File: config.mk
export PLATFORM = sky130hd
export DESIGN_NAME = asr_receiver
export DESIGN_NICKNAME = d
export VERILOG_FILES = /design/src/asr_pkg.sv /design/src/asr_receiver.sv
export VERILOG_INCLUDE_DIRS = /design/src
export SDC_FILE = /design/constraint.sdc
export NUM_CORES = 1
export LEC_CHECK = 0
export ABC_AREA = 0
export BUFFER_PORTS_ARGS = -buffer_cell sky130_fd_sc_hd__buf_4
export CAP_MARGIN = 5
export CORE_MARGIN = 2
export CORE_UTILIZATION = 35
export DETAILED_ROUTE_END_ITERATION = 7
export PLACE_DENSITY_LB_ADDON = 0.3
export SLEW_MARGIN = 10
export SYNTH_ARGS = -nofsm -noshare
export SYNTH_HDL_FRONTEND = slang
export SYNTH_SLANG_ARGS = --single-unit
File: constraint.sdc
create_clock -name clk_i -period 3.45 [get_ports clk_i]
set_clock_uncertainty 0.15 [all_clocks]
set_input_delay 0.345 -clock clk_i [delete_from_list [all_inputs] [get_ports clk_i]]
set_output_delay 0.345 -clock clk_i [all_outputs]
set_load 0.005 [all_outputs]
File: src/asr_consts.svh
// Constants of the asynchronous serial receiver: register offsets, widths, resets, timing.
// Assumes a Wishbone classic slave with 32-bit data and byte addresses on the low address bits.
`ifndef ASR_CONSTS_SVH
`define ASR_CONSTS_SVH

`define ASR_ADR_W 4
`define ASR_OFS_CTRL 4'h0
`define ASR_OFS_STAT 4'h4
`define ASR_OFS_DATA 4'h8
`define ASR_OFS_BAUD 4'hc

`define ASR_CTRL_W 9
`define ASR_CTRL_RST 9'h000
`define ASR_BAUD_W 16
`define ASR_BAUD_RST 16'h0000

`define ASR_OVS_W 4
`define ASR_OVS_LAST 4'hf
`define ASR_OVS_FIRST 4'h0
`define ASR_MID_PHASE 4'h9
`define ASR_BITS_8 4'h8
`define ASR_BITS_9 4'h9
`define ASR_BCNT_ONE 4'h1
`define ASR_ZERO_32 32'h0000_0000

`endif

File: src/asr_pkg.sv
// Types of the asynchronous serial receiver: control fields and the stored character.
// Assumes asr_consts.svh is available on the include path.
`include "asr_consts.svh"

package asr_pkg;

    typedef struct packed {
        logic global_int_enable;
        logic peripheral_int_enable;
        logic receive_int_enable;
        logic clocked_mode_select;
        logic receive_polarity_bit;
        logic address_detect_enable;
        logic nine_bit_receive_enable;
        logic receive_enable_bit;
        logic port_enable_bit;
    } asr_ctrl_t;

    typedef struct packed {
        logic frame_error;
        logic [8:0] data;
    } asr_entry_t;

    typedef enum logic [1:0] {
        ASR_IDLE,
        ASR_START,
        ASR_DATA,
        ASR_STOP
    } asr_state_t;

endpackage : asr_pkg

File: src/asr_receiver.sv
// Asynchronous serial receiver with 16x oversampling, two-entry FIFO and Wishbone registers.
// Assumes one 10 MHz clock, a synchronous active-high reset and a classic Wishbone master.
`timescale 1ns/1ps
`include "asr_consts.svh"

// Function
// - Sixteen samples per bit recover data; the shift register advances once per bit.
// - A complete 8 or 9 bit character moves at once into a two-entry FIFO.
// - Port enable forces the serial output pin driven and disconnects the port latch.
// - Reception starts on a falling receive edge while idle; start bit is zero.
// - Half a bit later the start must still be zero, else abandon silently.
// - Each later bit centre is one bit time on, voted by majority, then shifted.
// - One more bit is the stop bit; a zero there marks a framing error.
// - At the stop bit centre the character is pushed; each data read pops one.
// - A third character with a full FIFO sets overrun and blocks further characters.
// - Overrun clears only by clearing receive enable or port enable.
// - Polarity bit one inverts received idle and data in asynchronous mode.
// - Available flag is receiver enabled and FIFO not empty; software cannot change it.
// - Interrupt request needs available flag and all three interrupt enables.
// - Each entry keeps its framing error; the flag shows the oldest entry.
// - Framing error is read-only, cleared by a data read or by port enable, never blocks reception.
// - Nine-bit mode shifts nine bits and shows the ninth in a status bit.
// - Address detection in nine-bit mode keeps only characters whose ninth bit is one.
module asr_receiver #(
    parameter int FIFO_DEPTH = 2
) (
    input wire logic clk_i,
    input wire logic rst_i,
    input wire logic wb_cyc_i,
    input wire logic wb_stb_i,
    input wire logic wb_we_i,
    input wire logic [`ASR_ADR_W-1:0] wb_adr_i,
    input wire logic [3:0] wb_sel_i,
    input wire logic [31:0] wb_dat_i,
    output logic [31:0] wb_dat_o,
    output logic wb_ack_o,
    input wire logic serial_in_pin_i,
    input wire logic port_latch_i,
    input wire logic pin_direction_bit_i,
    output logic serial_out_pin_o,
    output logic serial_out_pin_oe_n_o,
    output logic rx_irq_o
);

    localparam int PTR_W = $clog2(FIFO_DEPTH);

    function automatic logic majority(input logic a, input logic b, input logic c);
        majority = (a & b) | (a & c) | (b & c);
    endfunction : majority

    asr_pkg::asr_ctrl_t ctrl_r;
    logic [`ASR_BAUD_W-1:0] baud_r;
    logic [`ASR_BAUD_W-1:0] baud_cnt_r;
    logic tick_r;
    logic in_meta_r;
    logic in_sync_r;
    logic [1:0] hist_r;
    logic [`ASR_OVS_W-1:0] phase_r;
    logic [3:0] bit_cnt_r;
    logic [8:0] receive_shift_reg_r;
    asr_pkg::asr_state_t state_r;
    asr_pkg::asr_entry_t fifo_r [FIFO_DEPTH];
    logic [PTR_W-1:0] wr_ptr_r;
    logic [PTR_W-1:0] rd_ptr_r;
    logic [PTR_W:0] count_r;
    logic overrun_flag_r;
    logic ack_r;
    logic [31:0] rdat_r;
    logic irq_r;
    logic out_pin_r;
    logic out_oe_n_r;

    // Wishbone decode; the answer comes one cycle after the request.
    wire logic wb_req = wb_cyc_i & wb_stb_i & ~ack_r;
    wire logic wr_ctrl = wb_req & wb_we_i & (wb_adr_i == `ASR_OFS_CTRL);
    wire logic wr_baud = wb_req & wb_we_i & (wb_adr_i == `ASR_OFS_BAUD);
    wire logic rd_data = wb_req & ~wb_we_i & (wb_adr_i == `ASR_OFS_DATA);

    // Port enable acts as the serial port reset; clearing it wipes all receive state.
    wire logic port_on = ctrl_r.port_enable_bit;
    wire logic rx_active = port_on & ctrl_r.receive_enable_bit & ~ctrl_r.clocked_mode_select;
    wire logic fifo_empty = (count_r == '0);
    wire logic fifo_full = (count_r == (PTR_W+1)'(FIFO_DEPTH));
    wire asr_pkg::asr_entry_t top_entry = fifo_r[rd_ptr_r];
    wire logic char_available_flag = ctrl_r.receive_enable_bit & ~fifo_empty;
    wire logic pop = rd_data & ~fifo_empty;

    // Polarity applies only in asynchronous mode.
    wire logic line = in_sync_r ^ (ctrl_r.receive_polarity_bit
                                   & ~ctrl_r.clocked_mode_select);
    wire logic vote = majority(hist_r[1], hist_r[0], line);
    wire logic at_mid = tick_r & (phase_r == `ASR_MID_PHASE);
    wire logic [3:0] char_bits = ctrl_r.nine_bit_receive_enable ? `ASR_BITS_9 : `ASR_BITS_8;
    wire logic [8:0] char_data = ctrl_r.nine_bit_receive_enable ? receive_shift_reg_r
                                 : {1'b0, receive_shift_reg_r[8:1]};
    // Gated by rx_active so a stop centre in the cycle that disables the receiver stores nothing.
    wire logic stop_done = at_mid & (state_r == asr_pkg::ASR_STOP) & rx_active;
    wire logic addr_drop = ctrl_r.address_detect_enable & ctrl_r.nine_bit_receive_enable
                           & ~char_data[8];
    wire logic push = stop_done & ~overrun_flag_r & ~fifo_full & ~addr_drop;
    wire logic set_overrun = stop_done & ~overrun_flag_r & fifo_full & ~addr_drop;

    wire logic [31:0] stat_word = {27'h0000000, ~(state_r == asr_pkg::ASR_IDLE),
                                   char_available_flag, top_entry.data[8] & ~fifo_empty,
                                   overrun_flag_r,
                                   top_entry.frame_error & ~fifo_empty};
    wire logic [31:0] rd_word = (wb_adr_i == `ASR_OFS_CTRL) ? {23'h000000, ctrl_r}
                              : (wb_adr_i == `ASR_OFS_STAT) ? stat_word
                              : (wb_adr_i == `ASR_OFS_DATA) ? {24'h000000, top_entry.data[7:0]}
                              : (wb_adr_i == `ASR_OFS_BAUD) ? {16'h0000, baud_r}
                              : `ASR_ZERO_32;

    always_ff @(posedge clk_i)
    begin
        if (rst_i)
        begin
            ack_r <= 1'b0;
            rdat_r <= `ASR_ZERO_32;
        end
        else
        begin
            ack_r <= wb_req;
            rdat_r <= (wb_req & ~wb_we_i) ? rd_word : `ASR_ZERO_32;
        end
    end

    // Writes honour byte lanes 0 and 1 for control and lanes 0 and 1 for the divisor.
    always_ff @(posedge clk_i)
    begin
        if (rst_i)
        begin
            ctrl_r <= asr_pkg::asr_ctrl_t'(`ASR_CTRL_RST);
            baud_r <= `ASR_BAUD_RST;
        end
        else
        begin
            if (wr_ctrl & wb_sel_i[0])
            begin
                ctrl_r[7:0] <= wb_dat_i[7:0];
            end
            if (wr_ctrl & wb_sel_i[1])
            begin
                ctrl_r[8] <= wb_dat_i[8];
            end
            if (wr_baud & wb_sel_i[0])
            begin
                baud_r[7:0] <= wb_dat_i[7:0];
            end
            if (wr_baud & wb_sel_i[1])
            begin
                baud_r[15:8] <= wb_dat_i[15:8];
            end
        end
    end

    // The 16x sample enable; the divisor sets the tick period to divisor plus one clocks.
    always_ff @(posedge clk_i)
    begin
        if (rst_i | ~rx_active)
        begin
            baud_cnt_r <= '0;
            tick_r <= 1'b0;
        end
        else
        begin
            tick_r <= (baud_cnt_r == baud_r);
            baud_cnt_r <= (baud_cnt_r == baud_r) ? '0 : baud_cnt_r + 1'b1;
        end
    end

    // Two flip-flops guard the asynchronous receive pin.
    always_ff @(posedge clk_i)
    begin
        if (rst_i)
        begin
            in_meta_r <= 1'b1;
            in_sync_r <= 1'b1;
        end
        else
        begin
            in_meta_r <= serial_in_pin_i;
            in_sync_r <= in_meta_r;
        end
    end

    always_ff @(posedge clk_i)
    begin
        if (rst_i | ~rx_active)
        begin
            state_r <= asr_pkg::ASR_IDLE;
            hist_r <= 2'b11;
            phase_r <= `ASR_OVS_FIRST;
            bit_cnt_r <= '0;
            receive_shift_reg_r <= '0;
        end
        else if (tick_r)
        begin
            hist_r <= {hist_r[0], line};
            phase_r <= (phase_r == `ASR_OVS_LAST) ? `ASR_OVS_FIRST : phase_r + 1'b1;
            unique case (state_r)
                asr_pkg::ASR_IDLE:
                begin
                    if (hist_r[0] & ~line)
                    begin
                        state_r <= asr_pkg::ASR_START;
                        phase_r <= `ASR_OVS_FIRST + 1'b1;
                    end
                end
                asr_pkg::ASR_START:
                begin
                    if (at_mid)
                    begin
                        bit_cnt_r <= '0;
                        state_r <= vote ? asr_pkg::ASR_IDLE : asr_pkg::ASR_DATA;
                    end
                end
                asr_pkg::ASR_DATA:
                begin
                    if (at_mid)
                    begin
                        receive_shift_reg_r <= {vote, receive_shift_reg_r[8:1]};
                        bit_cnt_r <= bit_cnt_r + `ASR_BCNT_ONE;
                        if (bit_cnt_r + `ASR_BCNT_ONE == char_bits)
                        begin
                            state_r <= asr_pkg::ASR_STOP;
                        end
                    end
                end
                asr_pkg::ASR_STOP:
                begin
                    if (at_mid)
                    begin
                        state_r <= asr_pkg::ASR_IDLE;
                    end
                end
            endcase
        end
    end

    // The FIFO survives a cleared receive enable so that the framing flags stay readable.
    always_ff @(posedge clk_i)
    begin
        if (rst_i | ~port_on)
        begin
            wr_ptr_r <= '0;
            rd_ptr_r <= '0;
            count_r <= '0;
            for (int i = 0; i < FIFO_DEPTH; i++)
            begin
                fifo_r[i] <= '0;
            end
        end
        else
        begin
            if (push)
            begin
                fifo_r[wr_ptr_r] <= '{frame_error: ~vote, data: char_data};
                wr_ptr_r <= (wr_ptr_r == PTR_W'(FIFO_DEPTH - 1)) ? '0 : wr_ptr_r + 1'b1;
            end
            if (pop)
            begin
                rd_ptr_r <= (rd_ptr_r == PTR_W'(FIFO_DEPTH - 1)) ? '0 : rd_ptr_r + 1'b1;
            end
            count_r <= count_r + (PTR_W+1)'(push) - (PTR_W+1)'(pop);
        end
    end

    // Overrun only sets while the receiver runs, so the clear and a set never meet.
    always_ff @(posedge clk_i)
    begin
        if (rst_i | ~port_on | ~ctrl_r.receive_enable_bit)
        begin
            overrun_flag_r <= 1'b0;
        end
        else if (set_overrun)
        begin
            overrun_flag_r <= 1'b1;
        end
    end

    // The pin stays driven high while enabled because this block has no transmitter.
    always_ff @(posedge clk_i)
    begin
        if (rst_i)
        begin
            irq_r <= 1'b0;
            out_pin_r <= 1'b1;
            out_oe_n_r <= 1'b1;
        end
        else
        begin
            irq_r <= char_available_flag & ctrl_r.receive_int_enable
                     & ctrl_r.peripheral_int_enable & ctrl_r.global_int_enable;
            out_pin_r <= port_on ? 1'b1 : port_latch_i;
            out_oe_n_r <= port_on ? 1'b0 : pin_direction_bit_i;
        end
    end

    assign wb_ack_o = ack_r;
    assign wb_dat_o = rdat_r;
    assign rx_irq_o = irq_r;
    assign serial_out_pin_o = out_pin_r;
    assign serial_out_pin_oe_n_o = out_oe_n_r;

endmodule : asr_receiver

==> reports/results.ini, run 1 <==
[status]
status = complete, no violations

[min_path]
hp-class = in2reg
whs_endpoint = serial_out_pin_o
holdPathStages = 2
worstHoldStart = port_latch_i

[yosys]
synth_edf_count = 20
synthArstFlopShare_pct = 0
syn-cell-area_mm2 = 0.00497
ys_warn_count = 0
ys_ff_latch = 111
yosys-top-cells-area = dfxtp_1, edfxtp_1, mux2i_1
syn_inst = 509
yosys.area.top_type = dfxtp_1
synth_top_area_share_pct = 36.7
ys_seq_area_share_pct = 48.8
syn_area_per_cell_um2 = 9.76
yosysUniqueCellTypes = 52
synth-main-ff-cell = dfxtp_1

[placed_design]
gp_congestion = 0.811
dp_hpwl_mm = 7.67
port_buffers = 49
placedCellCount = 720
pre_cts_slack_ps = 1040

[sta]
setup_tns_ps = 0
worst_pin_slew_ps = 645
fin_crit_ps = 2470
rsz0062_at_grt = false
finalSetupViolations = 0
slew-limit-headroom_pct = 56.9
maxSlewViolCount = 0
layout_setup_ws_ps = 977
finalCritPeriodShare_pct = 71.7
hold_viol = 0
fmaxAchievable_mhz = 404

[job]
drv_cap = 0

[detailed_routing]
drt_iter0_markers = 233
drt_wl_total_mm = 10.5
viasPerCell = 4.87
avgRoutedWirePerCell_um = 14.2
vias = 3587
ant_nets = 0
drc_errors = 0
first_pass_iters = 4

[cts]
cts_buffers = 9
clock-sinks = 111
clk_path_buf_depth = 2
clockRootBuffer = clkbuf_16
clk-insertion-delay-late_ps = 340
htree_num_levels = 3
cts_tree = done
clk_pin_slew_worst_paths_ps = 70
postCtsHoldBufs = 0
postCtsSetupRepairBufs = 0
ctsResizeCount = 0

[floorplanning]
die_w_um = 123
fp.coreArea_mm2 = 0.0139
die_area_mm2 = 0.0152
fp.dieH_um = 123
pin_count = 84
rows = 43
start_util_pct = 35.8

[power]
p_per_area_mw_per_mm2 = 420
power_frac_clock_pct = 42.4
p_int_w = 0.00192
p_comb_share_pct = 2.8
p_seq_share_pct = 54.9
p_switching_w = 0.000482
swShare_pct = 20.1
peakVddDrop_v = 0.000225
leakage_nw = 2.39

[worst_setup_path]
worstSetupStartpointType = flip-flop
cpPeakStageDelay_ps = 430
r2r_slack_ps = 980
crit_chain = ha_1, and4b_1, nor4b_4, nand2_1, ha_1, inv_1, ha_1, xor2_1, xnor2_1, nor2_1
crit_type = reg2reg
reg2reg_to = count_r[1]
crit_family = simple AND/OR/NAND/NOR gates
critPathCaptureType = flip-flop
cp_max_fo = 6
crit_path_frequent_cell = ha_1
slowest_stage = dfxtp_1
r2r_start = phase_r[0]
required_ps = 3540
r2r_cells = 10
cp.arrival_ps = 2560
path_buf_inv = 1

[cells_and_area]
antennaDiodeCount = 0
fin_cells = 736
nNetsFinal = 610
fill_cells = 1350
layout-drive-gt1-share_pct = 14.4
syn_to_final_growth_pct = 15.2

[global_route]
antenna_found_initial = 0
first_global_vias = 3523
globalRouteTotalUtil_pct = 14.8
grt_max_degree = 35
grt_pass1_wl_mm = 17.7
overflow = 0

power groups by stage:
stage / Sequential [W] / Combinational, W / Clock [W]
after floorplan: 0.00135 / 0.0000419 / 0
after global routing: 0.00132 / 0.0000735 / 0.00110
after global placement: 0.00135 / 0.0000663 / 0
after detailed placement: 0.00135 / 0.0000663 / 0
after CTS: 0.00132 / 0.0000664 / 0.00105
final: 0.00132 / 0.0000664 / 0.00102
cells by family (layout without fill, tap and decap cells):
| logic type | after synthesis | after routing | share of synthesized area [%] |
|---|---|---|---|
| simple gates | 202 | 202 | 20.7 |
| other cells | 1 | 16 | 0.0755 |
| compound gates | 50 | 50 | 6.04 |
| flops | 111 | 111 | 48.8 |
| xor+xnor | 39 | 39 | 6.87 |
| mux | 47 | 47 | 9.49 |
| fa+ha+maj | 12 | 12 | 2.97 |
| buf+inv | 47 | 79 | 5.09 |
through the flow:
step / power, W / utilization, % / cell area (um2) / hold slack (ps)
2_1_floorplan: 0.00139 / - / 5020 / 239
3_3_place_gp: 0.00141 / 39.1 / 5430 / 253
3_5_place_dp: 0.00141 / 39.1 / 5430 / 249
4_1_cts: 0.00243 / 41.2 / 5730 / 14.8
5_1_grt: 0.00249 / 41.2 / 5730 / 24.0
6_report: 0.00240 / 41.2 / 5730 / 28.0
placed cells by master, fill, tap and decap left out, drive strengths merged, types with 12 or more instances in the layout:
cell type and instances:
clkbuf 14, nand4 12, dfxtp 91, conb 16, mux2i 46, edfxtp 20, xor2 31, a21oi 20
nand3 19, inv 12, nand2 27, buf 52, nor2 100
worst max path at each step:
stage / from / to / slack (ps) / depth (start not counted)
finish: phase_r[0] / count_r[1] / 980 / 10
detailed placement: ctrl_r[2] / count_r[1] / 1040 / 9
global route: phase_r[0] / count_r[1] / 740 / 10
global placement: ctrl_r[2] / count_r[1] / 1070 / 9
CTS: phase_r[0] / count_r[1] / 990 / 10
floorplan: phase_r[0] / fifo_r[0][0] / 910 / 6
layout make-up:
class                      count  area [um2]  area share [%]
sequential                   111        2420            42.3
tap                          180         225            3.93
multi-input combinational    366        2350            41.0
clock buffer                  14         285            4.98
inverter                      11        41.3           0.721
clock inverter                 2        11.3           0.197
timing repair buffer          52         390            6.82
worst register-to-register path, stage by stage (launching register included):
cell and delay, ps:
dfxtp_1 430, ha_1 170, and4b_1 240, nor4b_4 340, nand2_1 160, ha_1 300, inv_1 40, ha_1 180
xor2_1 180, xnor2_1 140, nor2_1 50
synthesized netlist by cell type, drive strengths merged (2+ instances only):
cell	number
a21oi	20
a221oi	6
a22oi	3
a31oi	5
and2	8
and3	4
buf	27
clkbuf	9
dfxtp	91
edfxtp	20
ha	11
inv	11
mux2i	46
nand2	27
nand3	19
nand3b	3
nand4	12
nand4b	3
nor2	100
nor2b	4
nor3b	2
nor4	6
o21ai	10
o22ai	2
or2	4
or3	2
xnor2	8
xor2	31
state kept, by name, summed over array words and instances, names as in the netlist, 2 cells and up, named ones only:
signal,count
ctrl_r,8
bit_cnt_r,4
receive_shift_reg_r,9
phase_r,4
baud_cnt_r,16
fifo_r,20
hist_r,2
wb_dat_o,16
baud_r,16
count_r,2
routing by layer:
layer  vias to the layer above  global-route usage (%)  wire, um
li1                       1800                       -         -
met1                      1699                    19.5      4970
met2                        75                    24.7      4920
met3                        13                    2.26       426
met4                         0                    4.97       162
met5                         -                       0         0
Power figures use the tool's default switching activity.
==> run 2, diff against run 1 <==
clock period = 2.3 ns   (was 3.45 ns; I/O delays follow)
==> run 2 against run 1 <==
  * Worst hold slack worse by 18 ps
  * Critical path type unchanged
  * First-iteration DRC count shrank 37%
  * Largest cell class unchanged
  * Sequential cell count is the same
  * Fmax up 14%
  * Die area did not move
  * Routed wire length up 2.1%
==> reports/results.ini, run 2 (synthesized netlist as in run 1, its figures left out) <==
[cts]
clk-insertion-delay-late_ps = 340  ; about the same
clock-sinks = 111  ; unchanged
clk_pin_slew_worst_paths_ps = 70  ; about the same
htree_num_levels = 3  ; unchanged
cts_tree = done
clk_path_buf_depth = 2  ; unchanged
clockRootBuffer = clkbuf_16
cts_buffers = 9  ; unchanged

[worst_setup_path]
worstSetupStartpointType = flip-flop
cp.arrival_ps = 2260  ; -300 ps
required_ps = 2390  ; -1150 ps
critPathCaptureType = flip-flop
crit_type = reg2reg
cp_max_fo = 2  ; -4

[global_route]
antenna_found_initial = 0  ; unchanged
grt_pass1_wl_mm = 18.1  ; +2.2%
grt_max_degree = 31  ; -11%
globalRouteTotalUtil_pct = 15.2  ; +0.46 points
first_global_vias = 3668  ; +4.1%
overflow = 0  ; unchanged

[cells_and_area]
layout_common_cells = nor2_1, dfxtp_1, buf_4
layout-drive-gt1-share_pct = 16.9  ; +2.5 points
nNetsFinal = 645  ; +5.7%
antennaDiodeCount = 0  ; unchanged
finish.utilization_pct = 43.7  ; +2.5 points
multi_input_area_mm2 = 0.00235  ; +0.11%
largest_register = fifo_r
fill_cells = 1329  ; -1.6%
final_area_mm2 = 0.00607  ; +5.9%
largest_reg_flops = 20  ; unchanged
syn_to_final_growth_pct = 22.1
regArea_mm2 = 0.00242  ; +0.10%
final_common_cell = nor2_1

[detailed_routing]
drt_iter0_markers = 147  ; -37%
vias = 3687  ; +2.8%
viasPerCell = 4.78  ; -1.9%
drc_errors = 0  ; unchanged
first_pass_iters = 4  ; unchanged
ant_nets = 0  ; unchanged
drt_wl_total_mm = 10.7  ; +2.1%
avgRoutedWirePerCell_um = 13.9  ; -2.6%

[sta]
hold_viol = 0  ; unchanged
fin_crit_ps = 2170  ; -307 ps
rsz0062_at_grt = true
layout_setup_ws_ps = 134  ; -843 ps
maxSlewViolCount = 0  ; unchanged
finalSetupViolations = 0  ; unchanged
worst_pin_slew_ps = 646  ; +0.695 ps
slew-limit-headroom_pct = 56.9  ; about the same
fmaxAchievable_mhz = 462  ; +14%
holdWs_ps = 10.3  ; -17.6 ps
finalCritPeriodShare_pct = 94.2  ; +22 points

[floorplanning]
start_util_pct = 35.8  ; unchanged
pin_count = 84  ; unchanged
die_w_um = 123  ; unchanged
fp.coreArea_mm2 = 0.0139  ; unchanged
die_area_mm2 = 0.0152  ; unchanged
fp.dieH_um = 123  ; unchanged
rows = 43  ; unchanged

[power]
p_per_area_mw_per_mm2 = 625  ; +49%
peakVddDrop_v = 0.000305  ; +35%
leakage_nw = 2.56  ; +7.1%

[placed_design]
gp_congestion = 0.783  ; -3.5%
dp_hpwl_mm = 7.87  ; +2.6%
pre_cts_slack_ps = 76.7  ; -963 ps
placed_area_mm2 = 0.00554  ; +2.1%
port_buffers = 49  ; unchanged

[job]
drv_cap = 0  ; unchanged

[status]
status = complete, no violations

[min_path]
hp-class = in2reg

-- run 2: area by class of cell --
cell class,count,share of cell area [%]
flip-flops and latches,111,40.0
multi-input cells,366,38.8
repair buffers,87,11.6
clock buffers,10,3.94
well taps,180,3.71
clock inverters,6,1.36
inverters,11,0.681
-- run 2: per-layer routing --
metal  track usage, %  up-vias  part of all wire [%]
li1                 -     1869                     -
met1             20.1     1738                    47
met2             25.2       71                    47
met3             3.23        9                   4.0
met4             4.40        0                   1.2
met5                0        -                     0
-- run 2: report_power, final --
part | internal (W) | switching [W]
Combinational | 0.0000711 | 0.0000586
Sequential | 0.00197 | 0.00000314
Clock | 0.000982 | 0.000704
-- run 2: worst max-delay path, cell delays in order, from the launching register on --
cell     delay [ps]
dfxtp_1         350
ha_1            150
and4b_1         230
nor4b_4         230
nand2_1         110
ha_1            280
inv_1            40
ha_1            170
xor2_1          170
xnor2_1         130
nor2_1           50
-- run 2: worst paths after layout --
| kind | startpoint | end | slack [ps] | depth (start not counted) |
|---|---|---|---|---|
| min reg2reg | in_meta_r | in_sync_r | 260 | 1 |
| min | wb_dat_i[2] | baud_r[2] | 10 | 3 |
| max reg2reg | phase_r[0] | count_r[1] | 130 | 10 |
| max | phase_r[0] | count_r[1] | 130 | 10 |
-- run 2: what timing repair did --
action / CTS / global route
setup buffers: 0 / 1
endpoints found under the setup margin: 0 / 11
gates resized for setup: 0 / 3
endpoints found under the hold margin: 24 / 0
hold buffers: 19 / 0
-- run 2: metrics by stage --
step	total power (W)	instances	TNS [ps]
after floorplan	0.00208	524	0
after global placement	0.00212	735	0
after detailed placement	0.00213	735	0
after CTS	0.00382	770	0
after global routing	0.00390	771	-47.2
final	0.00379	771	0
